`config.mk`:
```
export PLATFORM = sky130hd
export DESIGN_NAME = slbc_ctrl
export DESIGN_NICKNAME = d
export VERILOG_FILES = /design/src/hdl/slbc_pkg.sv /design/src/hdl/slbc_ctrl.sv /design/src/hdl/slbc_timer.sv
export VERILOG_INCLUDE_DIRS = /design/src /design/src/hdl
export SDC_FILE = /design/constraint.sdc
export NUM_CORES = 1
export LEC_CHECK = 0
export BUFFER_PORTS_ARGS = -buffer_cell sky130_fd_sc_hd__buf_2
export CELL_PAD_IN_SITES_DETAIL_PLACEMENT = 2
export CELL_PAD_IN_SITES_GLOBAL_PLACEMENT = 2
export CORE_ASPECT_RATIO = 0.75
export CORE_MARGIN = 3
export CORE_UTILIZATION = 39
export DETAILED_ROUTE_END_ITERATION = 7
export MAX_ROUTING_LAYER = met4
export PLACE_DENSITY_LB_ADDON = 0.1
export SLEW_MARGIN = 20
export SYNTH_ARGS = -nofsm -noshare
export SYNTH_HDL_FRONTEND = slang
export SYNTH_SLANG_ARGS = --single-unit
```
`constraint.sdc`:
```
create_clock -name clock -period 5.71 [get_ports clock]
set_clock_uncertainty 0.05 [all_clocks]
set_input_delay 0.8565 -clock clock [delete_from_list [all_inputs] [get_ports clock]]
set_output_delay 0.8565 -clock clock [all_outputs]
set_load 0.05 [all_outputs]
```
`src/hdl/slbc_params.svh`:
```
`ifndef SLBC_PARAMS_SVH
`define SLBC_PARAMS_SVH

// Link clock period and Break/Close timeout length
`define SLBC_CLOCK_PERIOD_NS 5
`define SLBC_TIMEOUT_NS 1000000
`define SLBC_TIMEOUT_CYCLES ((`SLBC_TIMEOUT_NS) / (`SLBC_CLOCK_PERIOD_NS))

// Reset values
`define SLBC_REPLY_EN_RST 1'b0

`endif

```
`src/hdl/slbc_pkg.sv`:
```
package slbc_pkg;

	// Teardown controller states, one-hot
	typedef enum logic [5:0] {
		ST_IDLE       = 6'h01,
		ST_PENDING    = 6'h02,
		ST_OPEN       = 6'h04,
		ST_CLOSE_WAIT = 6'h08,
		ST_BREAK_WAIT = 6'h10,
		ST_SPARE      = 6'h20
	} slbc_state_e;

endpackage

```
`src/hdl/slbc_ctrl.sv`:
```
// Contract
// - Send BREAK on open timeout or abort
// - Start 1 ms Break timer on BREAK
// - Abort confirmed by BREAK or BREAK_REPLY per method
// - Reply-enabled abort: answer BREAK, keep waiting
// - Break timeout during abort means aborted
// - Start 1 ms Close timer on CLOSE
// - CLOSE confirms; Close timeout falls back to BREAK
// - No connection dwords after sending CLOSE
// - Closed only after CLOSE sent and received
// - After BREAK, discard all but break-related, deletable
// - Break confirmed by BREAK or BREAK_REPLY per method
// - Reply-enabled break: answer BREAK, keep waiting
// - Break timeout means broken; link reset allowed
// - Link reset start breaks any connection
// - Reply method needs capability bit both ways
// - Answer received BREAK per reply method
`timescale 1ns/10ps
`include "slbc_params.svh"
module slbc_ctrl import slbc_pkg::*; #(
	parameter int TIMEOUT_CYCLES = `SLBC_TIMEOUT_CYCLES
) (
	// Clock and reset
	input logic clock,
	input logic srst,
	// Identification exchange
	input logic identify_done,
	input logic local_break_reply_capability_bit,
	input logic remote_break_reply_capability_bit,
	// Connection events and requests
	input logic open_sent,
	input logic open_accepted,
	input logic open_timeout,
	input logic abort_req,
	input logic close_req,
	input logic break_req,
	input logic link_reset_start,
	input logic reset_on_timeout,
	// Received primitives and dwords
	input logic rx_break,
	input logic rx_break_reply,
	input logic rx_close,
	input logic rx_dword_valid,
	input logic rx_deletable,
	// Transmit requests
	output logic tx_break,
	output logic tx_break_reply,
	output logic tx_close,
	output logic conn_dwords_ok,
	// Receive filter
	output logic rx_pass,
	// Results
	output logic reply_en,
	output logic abort_done,
	output logic close_done,
	output logic break_done,
	output logic timed_out,
	output logic link_reset_req
);
	slbc_state_e state, next_state;
	logic replied, next_replied;
	logic close_seen, next_close_seen;
	logic discard, next_discard;
	logic is_abort, next_is_abort;
	logic next_reply_en, next_timed_out;
	logic next_tx_break, next_tx_break_reply, next_tx_close;
	logic next_abort_done, next_close_done, next_break_done, next_link_reset_req;
	logic brk_start, brk_stop, brk_running, brk_expired;
	logic cls_start, cls_stop, cls_running, cls_expired;
	logic peer_break;

	// Break and Close timeout timers
	slbc_timer #(.CYCLES(TIMEOUT_CYCLES)) u_break_timer (
		.clock(clock),
		.srst(srst),
		.start(brk_start),
		.stop(brk_stop),
		.running(brk_running),
		.expired(brk_expired)
	);

	slbc_timer #(.CYCLES(TIMEOUT_CYCLES)) u_close_timer (
		.clock(clock),
		.srst(srst),
		.start(cls_start),
		.stop(cls_stop),
		.running(cls_running),
		.expired(cls_expired)
	);

	assign peer_break = rx_break && (state inside {ST_PENDING, ST_OPEN, ST_CLOSE_WAIT});
	assign brk_stop = (next_state != ST_BREAK_WAIT);
	assign cls_stop = (next_state != ST_CLOSE_WAIT);

	always_comb begin
		next_state = state;
		next_replied = replied;
		next_close_seen = close_seen;
		next_discard = discard;
		next_is_abort = is_abort;
		next_reply_en = reply_en;
		next_timed_out = timed_out;
		next_tx_break = 1'b0;
		next_tx_break_reply = 1'b0;
		next_tx_close = 1'b0;
		next_abort_done = 1'b0;
		next_close_done = 1'b0;
		next_break_done = 1'b0;
		next_link_reset_req = 1'b0;
		brk_start = 1'b0;
		cls_start = 1'b0;
		if (identify_done) begin
			next_reply_en = local_break_reply_capability_bit &&
				remote_break_reply_capability_bit;
		end
		if (link_reset_start) begin
			next_break_done = (state != ST_IDLE);
			next_state = ST_IDLE;
			next_discard = 1'b0;
			next_close_seen = 1'b0;
		end else if (peer_break) begin
			next_tx_break_reply = reply_en;
			next_tx_break = !reply_en;
			next_break_done = 1'b1;
			next_timed_out = 1'b0;
			next_state = ST_IDLE;
		end else begin
			unique case (state)
				ST_IDLE: begin
					next_discard = 1'b0;
					next_close_seen = 1'b0;
					if (open_sent) begin
						next_state = ST_PENDING;
					end
				end
				ST_PENDING: begin
					if (open_accepted) begin
						next_state = ST_OPEN;
						next_close_seen = 1'b0;
					end else if (open_timeout || abort_req) begin
						next_tx_break = 1'b1;
						brk_start = 1'b1;
						next_is_abort = 1'b1;
						next_replied = 1'b0;
						next_discard = 1'b1;
						next_state = ST_BREAK_WAIT;
					end
				end
				ST_OPEN: begin
					if (rx_close) begin
						next_close_seen = 1'b1;
					end
					if (break_req) begin
						next_tx_break = 1'b1;
						brk_start = 1'b1;
						next_is_abort = 1'b0;
						next_replied = 1'b0;
						next_discard = 1'b1;
						next_state = ST_BREAK_WAIT;
					end else if (close_req) begin
						next_tx_close = 1'b1;
						cls_start = 1'b1;
						next_state = ST_CLOSE_WAIT;
					end
				end
				ST_CLOSE_WAIT: begin
					if (close_seen || rx_close) begin
						next_close_done = 1'b1;
						next_timed_out = 1'b0;
						next_state = ST_IDLE;
					end else if (cls_expired) begin
						next_tx_break = 1'b1;
						brk_start = 1'b1;
						next_is_abort = 1'b0;
						next_replied = 1'b0;
						next_discard = 1'b1;
						next_state = ST_BREAK_WAIT;
					end
				end
				ST_BREAK_WAIT: begin
					if (brk_expired) begin
						next_abort_done = is_abort;
						next_break_done = !is_abort;
						next_link_reset_req = !is_abort && reset_on_timeout;
						next_timed_out = 1'b1;
						next_state = ST_IDLE;
					end else if (reply_en) begin
						if (rx_break_reply) begin
							next_abort_done = is_abort;
							next_break_done = !is_abort;
							next_timed_out = 1'b0;
							next_state = ST_IDLE;
						end else if (rx_break && !replied) begin
							next_tx_break_reply = 1'b1;
							next_replied = 1'b1;
						end
					end else if (rx_break) begin
						next_abort_done = is_abort;
						next_break_done = !is_abort;
						next_timed_out = 1'b0;
						next_state = ST_IDLE;
					end
				end
				default: next_state = ST_IDLE;
			endcase
		end
	end

	always_ff @(posedge clock) begin
		if (srst) begin
			state <= ST_IDLE;
			replied <= 1'b0;
			close_seen <= 1'b0;
			discard <= 1'b0;
			is_abort <= 1'b0;
			reply_en <= `SLBC_REPLY_EN_RST;
			timed_out <= 1'b0;
			tx_break <= 1'b0;
			tx_break_reply <= 1'b0;
			tx_close <= 1'b0;
			abort_done <= 1'b0;
			close_done <= 1'b0;
			break_done <= 1'b0;
			link_reset_req <= 1'b0;
			conn_dwords_ok <= 1'b0;
			rx_pass <= 1'b0;
		end else begin
			state <= next_state;
			replied <= next_replied;
			close_seen <= next_close_seen;
			discard <= next_discard;
			is_abort <= next_is_abort;
			reply_en <= next_reply_en;
			timed_out <= next_timed_out;
			tx_break <= next_tx_break;
			tx_break_reply <= next_tx_break_reply;
			tx_close <= next_tx_close;
			abort_done <= next_abort_done;
			close_done <= next_close_done;
			break_done <= next_break_done;
			link_reset_req <= next_link_reset_req;
			conn_dwords_ok <= (next_state == ST_OPEN);
			rx_pass <= rx_dword_valid && (!discard || rx_deletable ||
				rx_break || rx_break_reply);
		end
	end
endmodule // slbc_ctrl

```
`src/hdl/slbc_timer.sv`:
```
`timescale 1ns/10ps
module slbc_timer import slbc_pkg::*; #(
	parameter int CYCLES = 200000
) (
	// Clock and reset
	input logic clock,
	input logic srst,
	// Control
	input logic start,
	input logic stop,
	// Status
	output logic running,
	output logic expired
);
	localparam int W = $clog2(CYCLES + 1);

	logic [W-1:0] count;
	logic [W-1:0] next_count;
	logic next_running;
	logic next_expired;

	// Load on start, count down, one-cycle expiry pulse
	always_comb begin
		next_count = count;
		next_running = running;
		next_expired = 1'b0;
		if (start) begin
			next_count = W'(CYCLES - 1);
			next_running = 1'b1;
		end else if (stop) begin
			next_running = 1'b0;
		end else if (running) begin
			if (count == '0) begin
				next_running = 1'b0;
				next_expired = 1'b1;
			end else begin
				next_count = count - W'(1);
			end
		end
	end

	always_ff @(posedge clock) begin
		if (srst) begin
			count <= '0;
			running <= 1'b0;
			expired <= 1'b0;
		end else begin
			count <= next_count;
			running <= next_running;
			expired <= next_expired;
		end
	end
endmodule // slbc_timer

```
**After elaboration in Yosys (flattened, before gate mapping)**

Cells that the tools add are included.

- Add/subtract/negate cells: 2
- Eq/ne operators: 27
- Muxes and demuxes: 91
- Bitwise logic cells: 11
- Reduce and logical (&&, ||, !) cells: 40

Operators by type and width:

| kind | count |
|---|---|
| 18-bit two-way mux | 8 |
| 6-bit two-way mux | 13 |
| 1-bit two-way mux | 63 |
| 18-bit logical NOT | 2 |
| 18-bit by 1-bit subtractor with 18-bit output, second input constant | 2 |
| 6-bit one-hot mux with 5 select lines | 1 |
| 2-bit != test, second input constant | 13 |
| 4-bit OR reduction | 4 |
| 6-bit by 3-bit equality test with 1-bit output, second input constant | 2 |
| 12-bit AND reduction | 1 |
| 3-bit AND reduction | 4 |
| 1-bit inverter | 11 |
| 5-bit by 4-bit != test with 1-bit output, second input constant | 2 |
| 1-bit one-hot mux with 3 select lines | 3 |
| 3-bit nonzero test | 3 |
| 1-bit one-hot mux with 4 select lines | 2 |
| 8-bit AND reduction | 1 |
| 4-bit nonzero test | 2 |
| 7-bit AND reduction | 1 |
| 6-bit by 1-bit equality test with 1-bit output, second input constant | 1 |
| 6-bit by 2-bit equality test with 1-bit output, second input constant | 1 |
| 6-bit by 4-bit equality test with 1-bit output, second input constant | 1 |
| 6-bit by 5-bit equality test with 1-bit output, second input constant | 1 |
| 6-bit by 1-bit != test with 1-bit output, second input constant | 1 |
| other kinds (13) | 28 |

- Flip-flop bits (word level): 61
- Bits of input ports: 18
- Output and inout bits: 11
- Word-level logic and storage cells: 195

**Logic depth before layout (Yosys ltp)**

Gate-level depths: netlist of the first run.

- Word-level depth: 9
- Gate-level depth with buffers: 9

**By module**

From an unflattened synthesis of the first run, not the netlist that was laid out.

- Cell total of the unflattened synthesis: 367
- Area, all modules: 3240.6 um^2

By module, submodules not included:

| module | instances | cells each | area an instance (um^2) |
|---|---|---|---|
| slbc_ctrl | 1 | 138 | 1209.9 |
| slbc_timer (u_close_timer) | 1 | 115 | 1032.2 |
| slbc_timer (u_break_timer) | 1 | 114 | 998.5 |

**Least setup slack after synthesis of the first run**

Ideal clock, no wire load.

- Kind: input to register
- Start: input break_req
- End: register u_close_timer.count[11]
- Arrival time: 2.905 ns
- Required time: 5.586 ns
- Setup slack: 2.681 ns
- Cell stages on the path: 7
- Cell sequence: or3b_2 nor3_4 o21ai_2 or4_1 buf_2 or4_1 a31oi_1

- Word-level cells in the longest chain between the ends: 7
- Elaborated cells between the ends (all ways): 14
- Those cells by class: eq/ne (3); mux (9); reduce/logical (2)

RTL lines:

| element | line | source |
|---|---|---|
| from (decl) | slbc_ctrl.sv:36 | `input logic break_req,` |
| 6-bit two-way mux | slbc_ctrl.sv:153 | `if (break_req) begin` |
| 6-bit one-hot mux with 5 select lines | slbc_ctrl.sv:128 | `unique case (state)` |
| 6-bit two-way mux | slbc_ctrl.sv:121 | `end else if (peer_break) begin` |
| 6-bit two-way mux | slbc_ctrl.sv:116 | `if (link_reset_start) begin` |
| 6-bit by 4-bit != test with 1-bit output | slbc_ctrl.sv:93 | `assign cls_stop = (next_state != ST_CLOSE_WAIT);` |
| 2-bit != test (no line) | n/a |  |
| 3-bit AND reduction (no line) | n/a |  |
| to (signal assigned) | slbc_timer.sv:48 | `count <= next_count;` |
| to (decl) | slbc_timer.sv:17 | `logic [W-1:0] count;` |

Several ways; a longest one is shown, not always the timed one.
A chain may end at the register's enable or synchronous reset.

**Worst setup path in the final report of the first run**

- Start: register state[3]
- End: register u_close_timer.count[11]

- Word-level cells in the longest chain between the ends: 9
- Elaborated cells between the ends (all ways): 30
- Those cells by class: eq/ne (8); mux (18); reduce/logical (4)

RTL lines:

| element | line | source |
|---|---|---|
| from (decl) | slbc_ctrl.sv:60 | `slbc_state_e state, next_state;` |
| from (signal assigned) | slbc_ctrl.sv:228 | `state <= next_state;` |
| 6-bit two-way mux (on tied branches) | slbc_ctrl.sv:197, slbc_ctrl.sv:188 |  |
| 6-bit two-way mux | slbc_ctrl.sv:187 | `end else if (reply_en) begin` |
| 6-bit two-way mux | slbc_ctrl.sv:181 | `if (brk_expired) begin` |
| 6-bit one-hot mux with 5 select lines | slbc_ctrl.sv:128 |  |
| 6-bit two-way mux | slbc_ctrl.sv:121 |  |
| 6-bit two-way mux | slbc_ctrl.sv:116 |  |
| 6-bit by 4-bit != test with 1-bit output | slbc_ctrl.sv:93 |  |
| 2-bit != test (no line) | n/a |  |
| 3-bit AND reduction (no line) | n/a |  |

Several ways; a longest one is shown, not always the timed one.

==> flow_summary.toml, run 1 <==
[sta]
tightest_slew_ps = 739
setup_viol = 0
layout_min_cycle_time_ps = 3330
fin_crit_sh = 0.584
slew_violations = 0
fin_tns_setup_ps = 0
finalHoldViolations = 0
rsz0062_at_grt = "no"
maxSlewHeadroom = 0.503
fmax_mhz = 300

[yosys]
async_flop_share = 0
avgSynthCellArea_um2 = 8.73
synth_cells = 347
synth_seq_cells = 61
synth_area_um2 = 3030
synthFlopType = "dfxtp_1"
synth_cell_type_count = 58
synth_seq_area_share = 0.403
synth_nets = 367
synth_edf_count = 0
yosysWarnings = 0

[placement]
port_buffers = 28
hpwl_um = 6670
gp_congestion = 0.800

[die]
boundaryPins = 29
die_y_um = 82.3
core_area_um2 = 7430
die_area_um2 = 8870
die_width_um = 108
initial_core_util = 0.407
rows = 27

[critical_path]
critPathSlowestCell = "or4_1"
cp_num_buf_inv = 1
cp_max_fo = 14
cp.required_ps = 5920
path_class = "reg2reg"
crit_arrival_ps = 3550
cp_top_family = "simple AND/OR/NAND/NOR gates"
crit_path_end_kind = "flop"
max_stage_delay_ps = 700
start_kind = "flop"
cp_cell_sequence = "or4_1 -> nor3b_4 -> o311ai_2 -> buf_4 -> or4_1 -> or4_1 -> a31oi_1"
crit_top_cell = "or4_1"
r2r_slack_ps = 2380

[drt]
route.detailed.drc = 0
via_count = 2840
first_iter_violations = 112
drt-met1-wl_um = 4460
dr.max_layer_used = "met4"
wl_per_cell_um = 19.6
drt-vias-per-instance = 5.93
finalWirelength_um = 9380
drtAntennaViolNets = 0
dr_wl_met2_um = 4600
dr.pass1.iters = 4
dr_wl_met3_um = 254

[finish]
final_cell_mix = "dfxtp_1, a21oi_1, buf_2"
final_common_cell = "dfxtp_1"
reg.largest.list = "u_break_timer.count (18), u_close_timer.count (18), state (6)"
syn2layout_area_growth_pct = 13.9
drive_gt1_frac = 0.177
diodes = 0
fill_cells = 812
nNetsFinal = 393

[global_route]
track_usage = 0.231
grt_pass1_wl_um = 15500
grt_pass1_vias = 2965
grt_max_degree = 34
antenna_found_initial = 0
overflow = 0

[clocking]
cts_tree = "done"
cts_resized = 0
cts_num_sinks = 61
cts_setup_buffers = 0
clockBufferDepth = 2
ctsRootBufferMaster = "clkbuf_8"
clock_latency_ps = 340
htreeDepth = 3
cts_hold_buf = 0
cts_buffers = 9
clk_pin_slew_ps = 70

[power]
finalPower_mw = 0.882
ir_drop_mv = 0.109
p_per_area_nw_per_um2 = 256
p_leak_nw = 1.32

[status]
status = "complete, no violations"

[job]
drv_cap = 0

[hold_path]
min_path_type = "reg2reg"
[per-stage QoR]
| step | utilization | hold slack (ps) | cells | setup slack (ps) | instance area (um^2) |
|---|---|---|---|---|---|
| floorplan | - | 372 | 347 | 2680 | 3030 |
| global placement | 0.436 | 402 | 463 | 2360 | 3240 |
| detailed placement | 0.436 | 402 | 463 | 2190 | 3240 |
| CTS | 0.464 | 412 | 479 | 2380 | 3450 |
| global route | 0.464 | 431 | 479 | 2190 | 3450 |
| finish | 0.464 | 412 | 479 | 2380 | 3450 |
[cell usage after synthesis (all sizes together), types with 3 or more instances]
| cell type | instances | area share |
|---|---|---|
| dfxtp | 61 | 0.40 |
| a21oi | 31 | 0.051 |
| nor2 | 25 | 0.031 |
| or3 | 19 | 0.039 |
| nor3 | 16 | 0.032 |
| o21ai | 15 | 0.026 |
| inv | 14 | 0.017 |
| nand2 | 13 | 0.016 |
| or4 | 13 | 0.032 |
| a31oi | 10 | 0.021 |
| o31ai | 10 | 0.025 |
| clkbuf | 9 | 0.011 |
| nor4 | 8 | 0.017 |
| xnor2 | 7 | 0.020 |
| buf | 6 | 0.013 |
| xor2 | 6 | 0.017 |
| and3 | 5 | 0.010 |
| nand3 | 5 | 0.0083 |
| nand4 | 5 | 0.010 |
| nor4b | 5 | 0.014 |
| or2 | 5 | 0.010 |
| and2 | 4 | 0.0083 |
| or4b | 4 | 0.013 |
| a211oi | 3 | 0.0074 |
| a22oi | 3 | 0.0074 |
| mux2i | 3 | 0.0099 |
| nand2b | 3 | 0.0062 |
| nor2b | 3 | 0.0062 |
| nor3b | 3 | 0.013 |
| o2111ai | 3 | 0.0087 |
| o21a | 3 | 0.0074 |
| or3b | 3 | 0.0087 |
[final cells by class]
class / count / area (um^2) / share of cell area
multi-input cells: 257 / 1680 / 0.488
flip-flops and latches: 61 / 1220 / 0.354
clock buffers: 13 / 169 / 0.0490
repair buffers: 30 / 155 / 0.0450
well taps: 101 / 126 / 0.0366
inverters: 14 / 52.6 / 0.0152
clock inverters: 3 / 42.5 / 0.0123
[per-layer routing]
layer / global-route usage / vias to the layer above
li1: - / 1363
met1: 0.285 / 1435
met2: 0.395 / 34
met3: 0.0427 / 8
met4: 0.0593 / 0
met5: - / -
[final timing paths]
kind	startpoint	endpoint	cells past startpoint
setup reg to reg	state[3]	u_close_timer.count[11]	7
setup / recovery	state[3]	u_close_timer.count[11]	7
hold reg to reg	discard	rx_pass	1
hold / removal	discard	rx_pass	1
[where the power goes]
group	internal [mW]	leakage, nW	total [mW]	switching, mW
clock network	0.237	0.106	0.412	0.175
logic	0.0126	0.718	0.0405	0.0279
registers	0.427	0.492	0.429	0.00224
[logic make-up (layout without fill, tap and decap cells)]
group,after synthesis,count (layout),synth area share
AND/OR/NAND/NOR,141,141,0.283
AO/OA/AOI/OAI,95,95,0.208
flip-flops,61,61,0.403
buffers and inverters,29,60,0.0413
XOR/XNOR,13,13,0.0376
multiplexers,5,5,0.0174
adder cells (fa/ha/maj),2,2,0.00826
other,1,1,0.00124
No activity file was read; power rests on OpenSTA's default activity.
==> inputs of run 2 (changes only) <==
Settings changed: ABC_AREA set to 1, CORE_UTILIZATION 39 to 30.
Clock period 5.71 ns to 2.8 ns, I/O delays scaled along.
==> run 2 against run 1 <==
Compared with the run above:
- critical path depth rose by 5
- highest routed layer unchanged
- hold slack got worse by 180 ps
- critical endpoint is now u_break_timer.count[6]
- synthesized cell count rose by 60%
==> flow_summary.toml, run 2 <==
[status]
status = "complete, no violations"

[clocking]
clk_pin_slew_ps = 60
clockBufferDepth = 2
ctsRootBufferMaster = "clkbuf_16"
cts_setup_buffers = 0
clock_latency_ps = 330
cts_buffers = 9
cts_hold_buf = 0
cts_num_sinks = 61
cts_resized = 0
cts_tree = "done"
htreeDepth = 3

[global_route]
grt_pass1_vias = 3999
track_usage = 0.199
overflow = 0
antenna_found_initial = 0
grt_max_degree = 25
grt_pass1_wl_um = 21000

[sta]
fin_crit_sh = 0.882
tightest_slew_ps = 541
finalHoldViolations = 0
slew_violations = 0
maxSlewHeadroom = 0.638
fmax_mhz = 405
setup_viol = 0
layout_min_cycle_time_ps = 2470
fin_tns_setup_ps = 0
rsz0062_at_grt = "no"
whs_ps = 235

[critical_path]
crit_arrival_ps = 2620
path_class = "reg2reg"
start_kind = "flop"
cp_top_family = "simple AND/OR/NAND/NOR gates"
critPathSlowestCell = "dfxtp_1"
max_stage_delay_ps = 340
cp_max_fo = 12
cp.required_ps = 2950
crit_path_end_kind = "flop"
crit_top_cell = "nand2_1"
cp_num_buf_inv = 2
cp_cell_sequence = "nor2_1 -> nand2_1 -> nor2_2 -> nand2_1 -> nand2_1 -> inv_1 -> nand2_2 -> nand3_2 -> nor2_4 -> inv_1 -> nand2_1 -> a21oi_1"

[yosys]
netlist_top_cells_area = "dfxtp_1, nand2_1, nor2_1"
synthFlopType = "dfxtp_1"
synth_top_area_frac = 0.336
synth_most_common_cell = "nand2_1"
avgSynthCellArea_um2 = 6.54
synth_commonest_cells = "nand2_1, nor2_1, dfxtp_1"
synth_cells = 556
synth_edf_count = 0
synth_seq_area_share = 0.336
async_flop_share = 0
yosys.area.top_type = "dfxtp_1"
synth_seq_cells = 61
synth_nets = 576
synth_cell_type_count = 38
synth_area_um2 = 3640
yosysWarnings = 0

[die]
die_y_um = 101
die_width_um = 133
rows = 34
core_area_um2 = 11700
die_area_um2 = 13500
initial_core_util = 0.311
boundaryPins = 29

[power]
power.share.sequential = 0.435
finalPower_mw = 2.02
pwr-share-clk = 0.521
p_switching_mw = 0.478
p_int_mw = 1.54
combPwrFrac = 0.044
p_per_area_nw_per_um2 = 479
swShare = 0.237
ir_drop_mv = 0.282
p_leak_nw = 1.81

[finish]
layout.cells.non_filler = 754
final_common_cell = "nand2_1"
multi_input_area_um2 = 2130
final_cell_mix = "nand2_1, nor2_1, dfxtp_1"
diodes = 0
nNetsFinal = 607
reg.largest.list = "u_break_timer.count (18), u_close_timer.count (18), state (6)"
syn2layout_area_growth_pct = 15.8
fill_cells = 1461
drive_gt1_frac = 0.135
seqCellArea_um2 = 1220

[drt]
via_count = 3742
wl_per_cell_um = 16.5
finalWirelength_um = 12500
first_iter_violations = 181
route.detailed.drc = 0
drt-vias-per-instance = 4.96
dr.pass1.iters = 4
drtAntennaViolNets = 0

[placement]
port_buffers = 28
placed_cells_incl_taps = 738
hpwl_um = 9530
gp_congestion = 0.853

[job]
drv_cap = 0

[hold_path]
min_path_type = "in2reg"
==> run 2: worst paths after layout <==
check | slack (ps) | endpoint | from | cells past startpoint
worst max register to register | 330 | u_break_timer.count[6] | state[3] | 12
worst min-delay path | 240 | reply_en | identify_done | 2
worst max-delay path | 330 | u_break_timer.count[6] | state[3] | 12
worst min register to register | 440 | u_break_timer.count[15] | u_break_timer.count[15] | 2
==> run 2: power by group through the flow <==
stage                     Sequential, mW  Clock, mW  Combinational [mW]
after floorplan                    0.904          0              0.0424
after global placement             0.895          0              0.0863
after detailed placement           0.896          0              0.0888
after CTS                          0.877       1.08              0.0897
after global routing               0.877       1.12              0.0988
final                              0.877       1.05              0.0887
==> run 2: cells by family (layout without fill, tap and decap cells) <==
family,count (synthesis),count (layout),share of synthesized area
and+or+nand+nor,343,343,0.441
buffers and inverters,67,103,0.0774
AOI/OAI and AO/OA,64,64,0.0943
DFF,61,61,0.336
xor gates and xnor gates,18,18,0.0433
adders and majority gates,2,2,0.00688
other,1,1,0.00103
==> run 2: area by class of cell <==
class	instances	area share
multi-input cells	428	0.507
inverters	56	0.0499
clock inverters	4	0.00535
flip-flops and latches	61	0.290
well taps	162	0.0481
clock buffers	12	0.0609
repair buffers	31	0.0386
==> run 2: metrics by stage <==
stage                util  instance area, um^2  setup slack, ps
global route        0.360                 4210             65.7
floorplan               -                 3640              951
global placement    0.336                 3930              353
detailed placement  0.336                 3930              269
CTS                 0.360                 4210              303
finish              0.360                 4210              329
==> run 2: layer usage <==
layer | track usage | up-vias | wire length, um
met5 | - | - | 0
met4 | 0.0395 | 0 | 108
met3 | 0.0348 | 8 | 375
met2 | 0.310 | 54 | 5600
met1 | 0.274 | 1838 | 6390
li1 | - | 1842 | -
